<file path="src/hdl/i2c_frame_pkg.sv">
// How it works
// - Bit-count 000 gives 8 data bits, 001-111 give 1-7; ack adds a clock
// - A start condition clears the bit-count field; otherwise it holds
// - Master transmitter releases the data line in the ack clock
// - Master or addressed slave receiver in ack mode drives the data line low in the ack clock
// - Slave acks its own address or a general call
// - Addressed slave transmitter releases the data line in each ack clock
// - Without ack mode no ack clock is made, counted or answered
// - Clock-period field sets high/low counts 9/12 up to 263/266 cycles
// - Master holds start and sets up stop for one high period
// - Slave keeps the clock low for one low period after service-done
// - A clock pulled low during our high count ends it, driving low
// - High count starts only once the bus clock is seen high
// - Master pulls the clock low when its high count completes
// - Role-select 1 makes a master, 0 a slave
// - Stop condition or lost arbitration clears role-select to slave
// - Each finished word raises a one-cycle request, except foreign traffic to an unaddressed slave
// - Clock held low while service-done flag is 0 after a request
// - Direction bit 1 means transmitter, 0 receiver
package i2c_frame_pkg;

    localparam logic [2:0] REG_CTRL1 = 3'h0;
    localparam logic [2:0] REG_CTRL2 = 3'h1;
    localparam logic [2:0] REG_DATA = 3'h2;
    localparam logic [2:0] REG_OWN_ADDR = 3'h3;
    localparam logic [2:0] REG_STATUS = 3'h4;

    localparam int CTRL1_BC_LSB = 5;
    localparam int CTRL1_ACK_BIT = 4;
    localparam int CTRL1_SCK_LSB = 0;
    localparam int CTRL2_MST_BIT = 7;
    localparam int CTRL2_TRX_BIT = 6;
    localparam int CTRL2_BB_BIT = 5;
    localparam int CTRL2_PIN_BIT = 4;
    localparam int OWN_ADDR_LSB = 1;

    localparam logic [7:0] CTRL1_RST = 8'h00;
    localparam logic [6:0] OWN_ADDR_RST = 7'h00;
    localparam logic [6:0] GENERAL_CALL = 7'h00;

    // Table rows follow high = 7 + 2^(sck+1), low = high + 3
    localparam logic [8:0] HIGH_BASE = 9'h007;
    localparam logic [8:0] LOW_EXTRA = 9'h003;

    typedef enum logic [2:0] {
        ST_IDLE, ST_START, ST_LOW, ST_WAIT_HIGH, ST_HIGH,
        ST_STOP_LOW, ST_STOP_WAIT, ST_STOP_HIGH
    } clk_state_t;

    function automatic logic [3:0] data_bits(input logic [2:0] bc);
        return (bc == 3'h0) ? 4'h8 : {1'b0, bc};
    endfunction : data_bits

    function automatic logic [3:0] word_clocks(input logic [2:0] bc,
                                              input logic ack);
        return data_bits(bc) + {3'h0, ack};
    endfunction : word_clocks

    function automatic logic [8:0] high_cycles(input logic [2:0] sck);
        return HIGH_BASE + (9'h002 << sck);
    endfunction : high_cycles

    function automatic logic [8:0] low_cycles(input logic [2:0] sck);
        return high_cycles(sck) + LOW_EXTRA;
    endfunction : low_cycles

endpackage : i2c_frame_pkg

</file>
<file path="src/hdl/i2c_bit_framing_and_clocking.sv">
`timescale 1ns/1ps
module i2c_bit_framing_and_clocking
    import i2c_frame_pkg::*;
(
    input wire logic i_sys_clk,
    input wire logic i_rst,
    input wire logic [2:0] i_addr,
    input wire logic [7:0] i_wdata,
    input wire logic i_wr,
    input wire logic i_rd,
    output logic [7:0] o_rdata,
    input wire logic i_clock_line_pin_in,
    output logic o_clock_line_pin_out,
    output logic o_clock_line_pin_oe,
    input wire logic i_data_line_pin_in,
    output logic o_data_line_pin_out,
    output logic o_data_line_pin_oe,
    output logic o_word_done
);

////////////////////////////////////////////////////////////////////////////////
// Pin synchronisers and bus event detection

logic scl_m_r, scl_s_r, scl_d_r;
logic sda_m_r, sda_s_r, sda_d_r;

always_ff @(posedge i_sys_clk)
begin
    if (i_rst)
    begin
        scl_m_r <= 1'b1;
        scl_s_r <= 1'b1;
        scl_d_r <= 1'b1;
        sda_m_r <= 1'b1;
        sda_s_r <= 1'b1;
        sda_d_r <= 1'b1;
    end
    else
    begin
        scl_m_r <= i_clock_line_pin_in;
        scl_s_r <= scl_m_r;
        scl_d_r <= scl_s_r;
        sda_m_r <= i_data_line_pin_in;
        sda_s_r <= sda_m_r;
        sda_d_r <= sda_s_r;
    end
end

logic scl_rise, scl_fall, start_det, stop_det;
assign scl_rise = scl_s_r & ~scl_d_r;
assign scl_fall = ~scl_s_r & scl_d_r;
assign start_det = scl_s_r & scl_d_r & sda_d_r & ~sda_s_r;
assign stop_det = scl_s_r & scl_d_r & ~sda_d_r & sda_s_r;

////////////////////////////////////////////////////////////////////////////////
// Register strobes and shared decode

logic wr_ctrl1, wr_ctrl2, wr_data, wr_addr, rd_data;
assign wr_ctrl1 = i_wr && (i_addr == REG_CTRL1);
assign wr_ctrl2 = i_wr && (i_addr == REG_CTRL2);
assign wr_data = i_wr && (i_addr == REG_DATA);
assign wr_addr = i_wr && (i_addr == REG_OWN_ADDR);
assign rd_data = i_rd && (i_addr == REG_DATA);

logic [2:0] bc_r, sck_r;
logic ack_en_r, mst_r, trx_r, pin_r, bus_busy_r;
logic al_r, aas_r, gcall_r, lrb_r, addr_phase_r;
logic [6:0] own_addr_r;
logic [7:0] tx_r, rx_r;
logic [3:0] bitn_r;
logic sda_drv_r, slv_hold_r, start_pend_r, stop_pend_r;
logic [8:0] cnt_r;
clk_state_t state_r, state_nxt;

logic [3:0] nbits, nclk;
logic [8:0] t_high, t_low;
assign nbits = data_bits(bc_r);
assign nclk = word_clocks(bc_r, ack_en_r);
assign t_high = high_cycles(sck_r);
assign t_low = low_cycles(sck_r);

logic in_word, addr_match, word_end, al_hit;
assign in_word = mst_r || aas_r || addr_phase_r;
assign addr_match = (rx_r[7:1] == own_addr_r) || (rx_r[7:1] == GENERAL_CALL);
// Unaddressed slaves stay silent: no request for foreign traffic
assign word_end = scl_fall && in_word && (bitn_r == nclk)
    && (mst_r || aas_r || addr_match);
assign al_hit = scl_rise && mst_r && trx_r && (bitn_r < nbits)
    && !sda_drv_r && !sda_s_r;

////////////////////////////////////////////////////////////////////////////////
// Control registers

always_ff @(posedge i_sys_clk)
begin
    if (i_rst)
    begin
        bc_r <= CTRL1_RST[CTRL1_BC_LSB +: 3];
        ack_en_r <= CTRL1_RST[CTRL1_ACK_BIT];
        sck_r <= CTRL1_RST[CTRL1_SCK_LSB +: 3];
    end
    else if (start_det)
        bc_r <= 3'h0;
    else if (wr_ctrl1)
    begin
        bc_r <= i_wdata[CTRL1_BC_LSB +: 3];
        ack_en_r <= i_wdata[CTRL1_ACK_BIT];
        sck_r <= i_wdata[CTRL1_SCK_LSB +: 3];
    end
end

always_ff @(posedge i_sys_clk)
begin
    if (i_rst)
        own_addr_r <= OWN_ADDR_RST;
    else if (wr_addr)
        own_addr_r <= i_wdata[OWN_ADDR_LSB +: 7];
end

// Role and direction: hardware events take priority over software writes
always_ff @(posedge i_sys_clk)
begin
    if (i_rst)
    begin
        mst_r <= 1'b0;
        trx_r <= 1'b0;
    end
    else if (stop_det || al_hit)
    begin
        mst_r <= 1'b0;
        trx_r <= 1'b0;
    end
    else if (word_end && addr_phase_r && !mst_r)
        trx_r <= rx_r[0];
    else if (word_end && addr_phase_r && !lrb_r)
        trx_r <= ~tx_r[0];
    else if (wr_ctrl2)
    begin
        mst_r <= i_wdata[CTRL2_MST_BIT];
        trx_r <= i_wdata[CTRL2_TRX_BIT];
    end
end

// The word-end clear beats a same-cycle software set so no request is lost
always_ff @(posedge i_sys_clk)
begin
    if (i_rst)
        pin_r <= 1'b1;
    else if (word_end)
        pin_r <= 1'b0;
    else if (wr_data || (wr_ctrl2 && i_wdata[CTRL2_PIN_BIT]))
        pin_r <= 1'b1;
end

always_ff @(posedge i_sys_clk)
begin
    if (i_rst)
    begin
        start_pend_r <= 1'b0;
        stop_pend_r <= 1'b0;
    end
    else
    begin
        if (state_r == ST_START)
            start_pend_r <= 1'b0;
        else if (wr_ctrl2 && i_wdata[CTRL2_MST_BIT]
                 && i_wdata[CTRL2_BB_BIT] && !bus_busy_r)
            start_pend_r <= 1'b1;
        if (state_r == ST_STOP_LOW || !mst_r)
            stop_pend_r <= 1'b0;
        else if (wr_ctrl2 && i_wdata[CTRL2_MST_BIT]
                 && !i_wdata[CTRL2_BB_BIT] && bus_busy_r)
            stop_pend_r <= 1'b1;
    end
end

always_ff @(posedge i_sys_clk)
begin
    if (i_rst)
        al_r <= 1'b0;
    else if (al_hit)
        al_r <= 1'b1;
    else if (wr_data || rd_data || wr_ctrl2)
        al_r <= 1'b0;
end

////////////////////////////////////////////////////////////////////////////////
// Word framing on observed bus clock edges

always_ff @(posedge i_sys_clk)
begin
    if (i_rst)
    begin
        bus_busy_r <= 1'b0;
        addr_phase_r <= 1'b0;
        aas_r <= 1'b0;
        gcall_r <= 1'b0;
        bitn_r <= 4'h0;
        rx_r <= 8'h00;
        lrb_r <= 1'b0;
    end
    else if (start_det)
    begin
        bus_busy_r <= 1'b1;
        addr_phase_r <= 1'b1;
        aas_r <= 1'b0;
        gcall_r <= 1'b0;
        bitn_r <= 4'h0;
    end
    else if (stop_det)
    begin
        bus_busy_r <= 1'b0;
        addr_phase_r <= 1'b0;
        aas_r <= 1'b0;
        bitn_r <= 4'h0;
    end
    else if (scl_rise && in_word && bitn_r < nclk)
    begin
        bitn_r <= bitn_r + 4'h1;
        if (bitn_r < nbits)
            rx_r <= {rx_r[6:0], sda_s_r};
        else
            lrb_r <= sda_s_r;
    end
    else if (scl_fall && in_word && bitn_r == nclk)
    begin
        bitn_r <= 4'h0;
        addr_phase_r <= 1'b0;
        if (addr_phase_r && !mst_r && addr_match)
        begin
            aas_r <= 1'b1;
            gcall_r <= (rx_r[7:1] == GENERAL_CALL);
        end
    end
end

always_ff @(posedge i_sys_clk)
begin
    if (i_rst)
        tx_r <= 8'h00;
    else if (wr_data)
        tx_r <= i_wdata;
end

// High means pulling the data line low; it changes while the clock is low, except at start, stop and lost arbitration
always_ff @(posedge i_sys_clk)
begin
    if (i_rst)
        sda_drv_r <= 1'b0;
    else if (al_hit || stop_det)
        sda_drv_r <= 1'b0;
    else if (state_r == ST_STOP_HIGH && cnt_r >= t_high - 9'h001)
        sda_drv_r <= 1'b0;
    else if (state_r == ST_IDLE && start_pend_r)
        sda_drv_r <= 1'b1;
    else if (state_r == ST_LOW && stop_pend_r)
        sda_drv_r <= 1'b1;
    else if (wr_data && in_word)
        sda_drv_r <= trx_r & ~i_wdata[7];
    else if (scl_fall && in_word)
    begin
        if (bitn_r == nclk)
            sda_drv_r <= 1'b0;
        else if (bitn_r < nbits)
            sda_drv_r <= trx_r & ~tx_r[3'(3'h7 - bitn_r[2:0])];
        else if (addr_phase_r && !mst_r)
            sda_drv_r <= addr_match;
        else
            sda_drv_r <= ~trx_r;
    end
end

////////////////////////////////////////////////////////////////////////////////
// Serial clock generation, synchronisation and stretching

always_ff @(posedge i_sys_clk)
begin
    if (i_rst)
        cnt_r <= 9'h000;
    else if (scl_rise || scl_fall || wr_data || state_nxt != state_r)
        cnt_r <= 9'h000;
    else if (cnt_r != 9'h1ff)
        cnt_r <= cnt_r + 9'h001;
end

always_comb
begin
    state_nxt = state_r;
    case (state_r)
        ST_IDLE:
            if (start_pend_r && mst_r)
                state_nxt = ST_START;
        ST_START:
            if (cnt_r >= t_high - 9'h001)
                state_nxt = ST_LOW;
        ST_LOW:
            if (!mst_r)
                state_nxt = ST_IDLE;
            else if (stop_pend_r)
                state_nxt = ST_STOP_LOW;
            else if (pin_r && cnt_r >= t_low - 9'h001)
                state_nxt = ST_WAIT_HIGH;
        ST_WAIT_HIGH:
            if (!mst_r)
                state_nxt = ST_IDLE;
            else if (scl_s_r)
                state_nxt = ST_HIGH;
        ST_HIGH:
            if (!mst_r)
                state_nxt = ST_IDLE;
            else if (scl_fall)
                state_nxt = ST_LOW;
            else if (cnt_r >= t_high - 9'h001)
                state_nxt = ST_LOW;
        ST_STOP_LOW:
            if (cnt_r >= t_low - 9'h001)
                state_nxt = ST_STOP_WAIT;
        ST_STOP_WAIT:
            if (scl_s_r)
                state_nxt = ST_STOP_HIGH;
        ST_STOP_HIGH:
            if (cnt_r >= t_high - 9'h001)
                state_nxt = ST_IDLE;
        default:
            state_nxt = ST_IDLE;
    endcase
end

always_ff @(posedge i_sys_clk)
begin
    if (i_rst)
        state_r <= ST_IDLE;
    else
        state_r <= state_nxt;
end

// Slave stretch: held from word end until one low period after service
always_ff @(posedge i_sys_clk)
begin
    if (i_rst)
        slv_hold_r <= 1'b0;
    else if (word_end && !mst_r)
        slv_hold_r <= 1'b1;
    else if (stop_det || (pin_r && cnt_r >= t_low - 9'h001))
        slv_hold_r <= 1'b0;
end

////////////////////////////////////////////////////////////////////////////////
// Pin drivers, request pulse and read port

always_ff @(posedge i_sys_clk)
begin
    if (i_rst)
    begin
        o_clock_line_pin_oe <= 1'b0;
        o_data_line_pin_oe <= 1'b0;
        o_word_done <= 1'b0;
    end
    else
    begin
        o_clock_line_pin_oe <= state_nxt == ST_LOW
            || state_nxt == ST_STOP_LOW || slv_hold_r;
        o_data_line_pin_oe <= sda_drv_r;
        o_word_done <= word_end;
    end
end

// Open-drain lines only ever pull low
assign o_clock_line_pin_out = 1'b0;
assign o_data_line_pin_out = 1'b0;

logic [7:0] status;
assign status = {mst_r, trx_r, bus_busy_r, pin_r,
                 al_r, aas_r, gcall_r, lrb_r};

always_ff @(posedge i_sys_clk)
begin
    if (i_rst)
        o_rdata <= 8'h00;
    else if (i_rd)
    begin
        case (i_addr)
            REG_CTRL1: o_rdata <= {bc_r, ack_en_r, 1'b0, sck_r};
            REG_CTRL2: o_rdata <= status;
            REG_DATA: o_rdata <= rx_r;
            REG_OWN_ADDR: o_rdata <= {own_addr_r, 1'b0};
            REG_STATUS: o_rdata <= status;
            default: o_rdata <= 8'h00;
        endcase
    end
    else
        o_rdata <= 8'h00;
end

endmodule : i2c_bit_framing_and_clocking

</file>
<file path="config.mk">
export PLATFORM = sky130hd
export DESIGN_NAME = i2c_bit_framing_and_clocking
export DESIGN_NICKNAME = d
export VERILOG_FILES = /design/src/hdl/i2c_frame_pkg.sv /design/src/hdl/i2c_bit_framing_and_clocking.sv
export SDC_FILE = /design/constraint.sdc
export NUM_CORES = 1
export LEC_CHECK = 0
export BUFFER_PORTS_ARGS = -buffer_cell sky130_fd_sc_hd__buf_2
export CAP_MARGIN = 20
export CORE_MARGIN = 2
export CORE_UTILIZATION = 50
export DETAILED_ROUTE_END_ITERATION = 10
export GPL_TIMING_DRIVEN = 1
export MAX_ROUTING_LAYER = met4
export PLACE_DENSITY = 0.71
export SYNTH_ARGS = -nofsm -noshare
export SYNTH_HDL_FRONTEND = slang
export SYNTH_SLANG_ARGS = --single-unit
</file>
<file path="constraint.sdc">
create_clock -name i_sys_clk -period 2.86 [get_ports i_sys_clk]
set_input_delay 0.286 -clock i_sys_clk [delete_from_list [all_inputs] [get_ports i_sys_clk]]
set_output_delay 0.286 -clock i_sys_clk [all_outputs]
set_load 0.02 [all_outputs]
</file>
### Yosys cells after proc, flatten, opt, wreduce, memory -nomap -nowiden

Cells that the tools add are included.

| word-level totals | value |
|---|---|
| input port bits | 17 |
| register bits after elaboration | 76 |

| cells by class | value |
|---|---|
| add/subtract/negate cells | 8 |
| shifts and indexed selects | 1 |
| eq/ne operators | 18 |
| reductions and logical operators | 82 |
| bitwise logic cells | 24 |
| muxes and demuxes | 41 |
| $lt $le $gt $ge | 5 |

Operator list:

| kind | number |
|---|---|
| two-way mux 3 bit | 12 |
| logical AND 1 bit | 33 |
| one-hot mux 8 bit (4 select lines) | 1 |
| one-hot mux 3 bit (8 select lines) | 1 |
| two-way mux 1 bit | 23 |
| equality test 3 bit, second input constant | 6 |
| >= comparator 9 bit | 2 |
| subtractor 9 x 1 -> 9 bit, second input constant | 2 |
| equality test 3 x 2 -> 1 bit, second input constant | 5 |
| logical OR 1 bit | 15 |
| NOT 1 bit | 15 |
| OR reduction 2 bit | 7 |
| two-way mux 4 bit | 3 |
| AND reduction 4 bit | 3 |
| nonzero test 2 bit | 5 |
| adder 3 x 9 -> 9 bit, first input constant | 1 |
| adder 9 x 1 -> 9 bit, second input constant | 1 |
| adder 9 x 2 -> 9 bit, second input constant | 1 |
| bitwise AND 1 bit | 9 |
| zero test 3 bit | 3 |
| inequality test 9 bit, second input constant | 1 |
| << shifter 2 x 3 -> 9 bit, first input constant | 1 |
| less-than comparator 4 bit | 2 |
| equality test 7 bit | 1 |
| 16 further kinds | 26 |

### Logic depth before layout (Yosys ltp)

| depth | value |
|---|---|
| depth in word-level cells | 13 |
| gate-level depth with buffers | 12 |

### Worst setup path after synthesis

OpenSTA, ideal clock, no wires.

| path | value |
|---|---|
| path type | register -> register |
| start | register sck_r[1] |
| end | register cnt_r[0] |
| required time | 2.768 ns |
| arrival | 2.841 ns |
| period minus slack after synthesis | 2.934 ns |
| setup time | 0.092 ns |
| cell stages (with the launch flop) | 12 |
| path slack | -0.074 ns |
| cells stage by stage | dfxtp_1 clkbuf_1 or3b_2 ha_1 nand4_1 a211oi_1 or3_1 buf_2 o311a_4 o31a_1 buf_6 nor4_1 |

| between the ends | value |
|---|---|
| word-level cells in the longest chain between the ends | 13 |

Ends and longest elaborated chain:

| element | RTL line | source |
|---|---|---|
| start: declaration | i2c_bit_framing_and_clocking.sv:65 | `logic [2:0] bc_r, sck_r;` |
| start signal: assignment | i2c_bit_framing_and_clocking.sv:100 | `sck_r <= CTRL1_RST[CTRL1_SCK_LSB +: 3];` |
| start signal: assignment | i2c_bit_framing_and_clocking.sv:108 | `sck_r <= i_wdata[CTRL1_SCK_LSB +: 3];` |
| << shifter 2 x 3 -> 9 bit (*) | i2c_frame_pkg.sv:60 | `return HIGH_BASE + (9'h002 << sck);` |
| adder 3 x 9 -> 9 bit (*) | i2c_frame_pkg.sv:60 |  |
| adder 9 x 2 -> 9 bit | i2c_frame_pkg.sv:64 | `return high_cycles(sck) + LOW_EXTRA;` |
| subtractor 9 x 1 -> 9 bit | i2c_bit_framing_and_clocking.sv:301, i2c_bit_framing_and_clocking.sv:316 |  |
| >= comparator 9 bit | i2c_bit_framing_and_clocking.sv:301, i2c_bit_framing_and_clocking.sv:316 |  |
| logical AND 1 bit | i2c_bit_framing_and_clocking.sv:301 | `else if (pin_r && cnt_r >= t_low - 9'h001)` |
| two-way mux 3 bit | i2c_bit_framing_and_clocking.sv:301 |  |
| two-way mux 3 bit | i2c_bit_framing_and_clocking.sv:299 | `else if (stop_pend_r)` |
| two-way mux 3 bit | i2c_bit_framing_and_clocking.sv:297 | `if (!mst_r)` |
| one-hot mux 3 bit (8 select lines) (*) | i2c_bit_framing_and_clocking.sv:289 | `case (state_r)` |
| inequality test 3 bit (*) | i2c_bit_framing_and_clocking.sv:280 | `else if (scl_rise \|\| scl_fall \|\| wr_data \|\| state_nxt != state_r)` |
| logical OR 1 bit (*) | i2c_bit_framing_and_clocking.sv:280 |  |
| OR reduction 2 bit (no source line) (*) | -- |  |
| end signal: assignment | i2c_bit_framing_and_clocking.sv:283 | `cnt_r <= cnt_r + 9'h001;` |
| end: declaration | i2c_bit_framing_and_clocking.sv:72 | `logic [8:0] cnt_r;` |

Every way passes the cells marked *; elsewhere a longest branch is shown, timed or not.
A chain may end at the register's enable or synchronous reset.

### Worst setup path in the final report

| path | value |
|---|---|
| start | register sck_r[2] |
| end | register cnt_r[7] |

Same word-level chain as after synthesis.

==> key figures <==
Status
  • Status: finished with violations
  • Failing checks: negative setup slack

Floorplan
  • Floorplan die width: 97.0 µm
  • Initial core utilization: 52.1%
  • Cell Rows: 33
  • Die footprint: 9410 µm²
  • Die height: 97.0 µm
  • Top Ports: 30
  • Core footprint: 8300 µm²

Placed design
  • Gpl congestion: 0.940
  • Port buffer count: 27
  • Placed wire-length estimate: 7990 µm

Synthesis
  • Ys flop type: dfxtp_1
  • Number of flops mapped to enable cells by yosys: 0
  • Yosys Warn Count: 0
  • Synth Instances: 515
  • Syn_area_per_cell: 8.39 µm²
  • Synthesized cell area: 4320 µm²
  • Seq cells post-synth: 76
  • Sequential fraction of the synthesis area: 35.2%
  • Cell variety after synth: 62
  • Post-synth ARST share: 0%

STA
  • Final worst-path setup slack: -0.0143 ns
  • Fmax: 348 MHz
  • Rel. slew slack: 57.5%
  • Final Hold Violating Endpoints: 0
  • RSZ-0062 raised after global routing: true
  • Slew Viols, Final: 0
  • Final Cycle Share: 100%
  • Final setup viols: 1
  • Minimum clock period: 2.87 ns
  • Clock skew: 0.0108 ns
  • Worst Tran Pin Value: 0.636 ns

GRT
  • Largest net degree at the start of global routing: 29
  • Initial antenna violation count: 0
  • Global Route met2 Usage: 35.5%
  • Grt total ovfl: 0
  • Met3 GRT Util: 3.54%
  • GRT Total Usage: 23.8%
  • GR peak layer: met2
  • Met1 Use GR: 33.0%
  • First-pass GRT wire length: 18000 µm
  • Vias in the first global route: 3718

Layout
  • Most common cell after layout, fill and taps aside: dfxtp_1
  • Share of cells above drive strength 1: 19.2%
  • Layout Nets: 592
  • Commonest non-fill, non-tap cells in the layout: 73 x dfxtp_1, 65 x nor2_1, 39 x nand2_1
  • N_diodes: 0
  • Finished Core Util: 60.8%
  • Fill cells: 715
  • Area delta synth->final: 16.8%

Setup path
  • Setup crit end kind: flip-flop
  • CP required: 3.13 ns
  • Max incr delay on CP: 0.41 ns
  • Critical path startpoint category: flip-flop
  • Crit Path Class: flip-flop to flip-flop
  • Worst-path fanout max: 5
  • Family with the most delay on the worst path: compound AO/OA/AOI/OAI gates
  • Crit path cell chain: buf_6 -> nor3_4 -> ha_4 -> o211ai_1 -> a311oi_2 -> or3_4 -> buf_6 -> o31a_1 -> a31oi_4 -> nor2_4 -> nor4_2
  • CP arrival: 3.15 ns
  • Worst path buffer plus inverter count: 2
  • CP dominant cell by count: buf_6
  • R2R cell count: 11
  • Stages on worst setup path: 11
  • Slowest stage cell, crit path: or3_4

Power
  • Design Power: 0.00231 W
  • Power per Cell Area: 457 nW/µm²
  • Leakage Power: 2.11 nW
  • Switching share of power: 23.8%
  • VDD IR-drop max: 0.000347 V
  • Part of the power in registers: 47.5%
  • Clock share of power: 44.9%
  • Pint: 0.00176 W
  • Net Switching: 0.000550 W
  • Comb power frac: 7.6%

Run
  • Max Cap Viol: 0

Clock tree
  • TritonCTS Sinks: 76
  • Worst-path clk slew: 0.09 ns
  • H-tree depth: 3
  • Clock buffer depth: 2
  • Worst skew pair latency: 0.35 ns
  • CTS tree: built
  • Num CTS Buffers: 9
  • Root Driver: clkbuf_8

Worst hold path
  • Hold path cells: 2
  • Worst Hold Class: input pin to flip-flop

Detailed routing
  • Vias post-DR: 3941
  • First drt pass iteration count: 5
  • Residual DRC count: 0
  • Via/cell ratio: 6.00
  • DR WL/cell: 16.9 µm
  • Remaining antenna violation count: 0
  • Iteration-0 DRC Markers: 250
  • Final WL: 11100 µm
## power groups by stage
| stage | Clock [W] | Combinational [W] | Sequential, W |
|---|---|---|---|
| after floorplan | 0 | 0.000117 | 0.00111 |
| after global placement | 0 | 0.000159 | 0.00112 |
| after detailed placement | 0 | 0.000162 | 0.00112 |
| after CTS | 0.00105 | 0.000164 | 0.00110 |
| after global routing | 0.00109 | 0.000196 | 0.00110 |
| final | 0.00104 | 0.000176 | 0.00110 |
## synthesized netlist by cell type, drive strengths merged, types with 4 or more instances
| cell | instances | share of area (%) |
|---|---|---|
| a211oi | 6 | 1.0 |
| xor2 | 8 | 1.6 |
| nand3b | 5 | 0.87 |
| nor3 | 12 | 1.4 |
| mux2i | 27 | 6.3 |
| and2 | 5 | 0.72 |
| or3 | 5 | 0.72 |
| ha | 28 | 8.1 |
| nor2 | 66 | 5.7 |
| clkbuf | 24 | 2.1 |
| or2 | 9 | 1.3 |
| inv | 16 | 1.4 |
| mux2 | 6 | 1.6 |
| nand3 | 13 | 1.5 |
| dfxtp | 76 | 35 |
| xnor2 | 9 | 1.8 |
| nor2b | 10 | 1.4 |
| a21oi | 40 | 4.6 |
| nor3b | 6 | 1.2 |
| o21ai | 15 | 1.7 |
| nand2b | 8 | 1.2 |
| buf | 4 | 0.72 |
| nor4 | 12 | 1.7 |
| a22oi | 7 | 1.2 |
| a21o | 8 | 1.4 |
| nand2 | 40 | 3.5 |
## logic make-up after synthesis
kind of cell	Yosys count	synth area share (%)
AND/OR/NAND/NOR	205	23.8
AO/OA/AOI/OAI	108	16.3
other	1	0.0867
buffers and inverters	45	4.28
adder cells (fa/ha/maj)	28	8.10
flip-flops	76	35.2
XOR/XNOR	17	3.44
multiplexers	35	8.86
## worst paths after layout
check                           slack [ns]             startpoint                    end
worst min register to register        0.41     scl_m_r$_SDFF_PP1_     scl_s_r$_SDFF_PP1_
worst max register to register       -0.01  sck_r[2]$_SDFFE_PP0P_  cnt_r[7]$_SDFFE_PP0P_
worst max-delay path                 -0.01  sck_r[2]$_SDFFE_PP0P_  cnt_r[7]$_SDFFE_PP0P_
worst min-delay path                  0.12    i_clock_line_pin_in     scl_m_r$_SDFF_PP1_
## stage by stage
step | instance area [µm²] | TNS (ns) | setup slack [ns] | cells | hold WS [ns]
6_report | 5050 | -0.0143 | -0.0143 | 657 | 0.121
5_1_grt | 5050 | -0.933 | -0.145 | 657 | 0.109
4_1_cts | 4860 | 0 | 0.0262 | 652 | 0.115
3_5_place_dp | 4590 | -0.722 | -0.0973 | 636 | 0.397
3_3_place_gp | 4590 | 0 | 0.00737 | 636 | 0.393
2_1_floorplan | 4340 | 0 | 0.00982 | 516 | 0.389
## final cells by class
| class | instances | area (µm²) | share of cell area, % |
|---|---|---|---|
| tap | 105 | 131 | 2.60 |
| clock buffer | 10 | 138 | 2.73 |
| timing repair buffer | 46 | 287 | 5.67 |
| sequential | 76 | 1530 | 30.3 |
| multi-input combinational | 397 | 2780 | 55.1 |
| clock inverter | 6 | 116 | 2.30 |
| inverter | 17 | 63.8 | 1.26 |
## sequential cells by signal (all words and copies together) (netlist names), 3 cells and up
register and cells:
bitn_r 4, state_r 3, tx_r 8, o_rdata 8, sck_r 3, bc_r 3
own_addr_r 7, cnt_r 9, rx_r 8
## per-layer routing
metal	wire length, µm	up-vias
met5	0	-
met4	198	0
met3	677	19
met2	5060	157
met1	5190	1862
li1	-	1903
## timing repair
item                                    in CTS  in global routing
setup buffers                                0                  2
pin swaps                                    0                 12
gates cloned                                 0                  3
resized for setup                            5                 31
hold buffers                                 0                  0
endpoints found under the setup margin      10                 10
No activity file was read; power rests on OpenSTA's default activity.
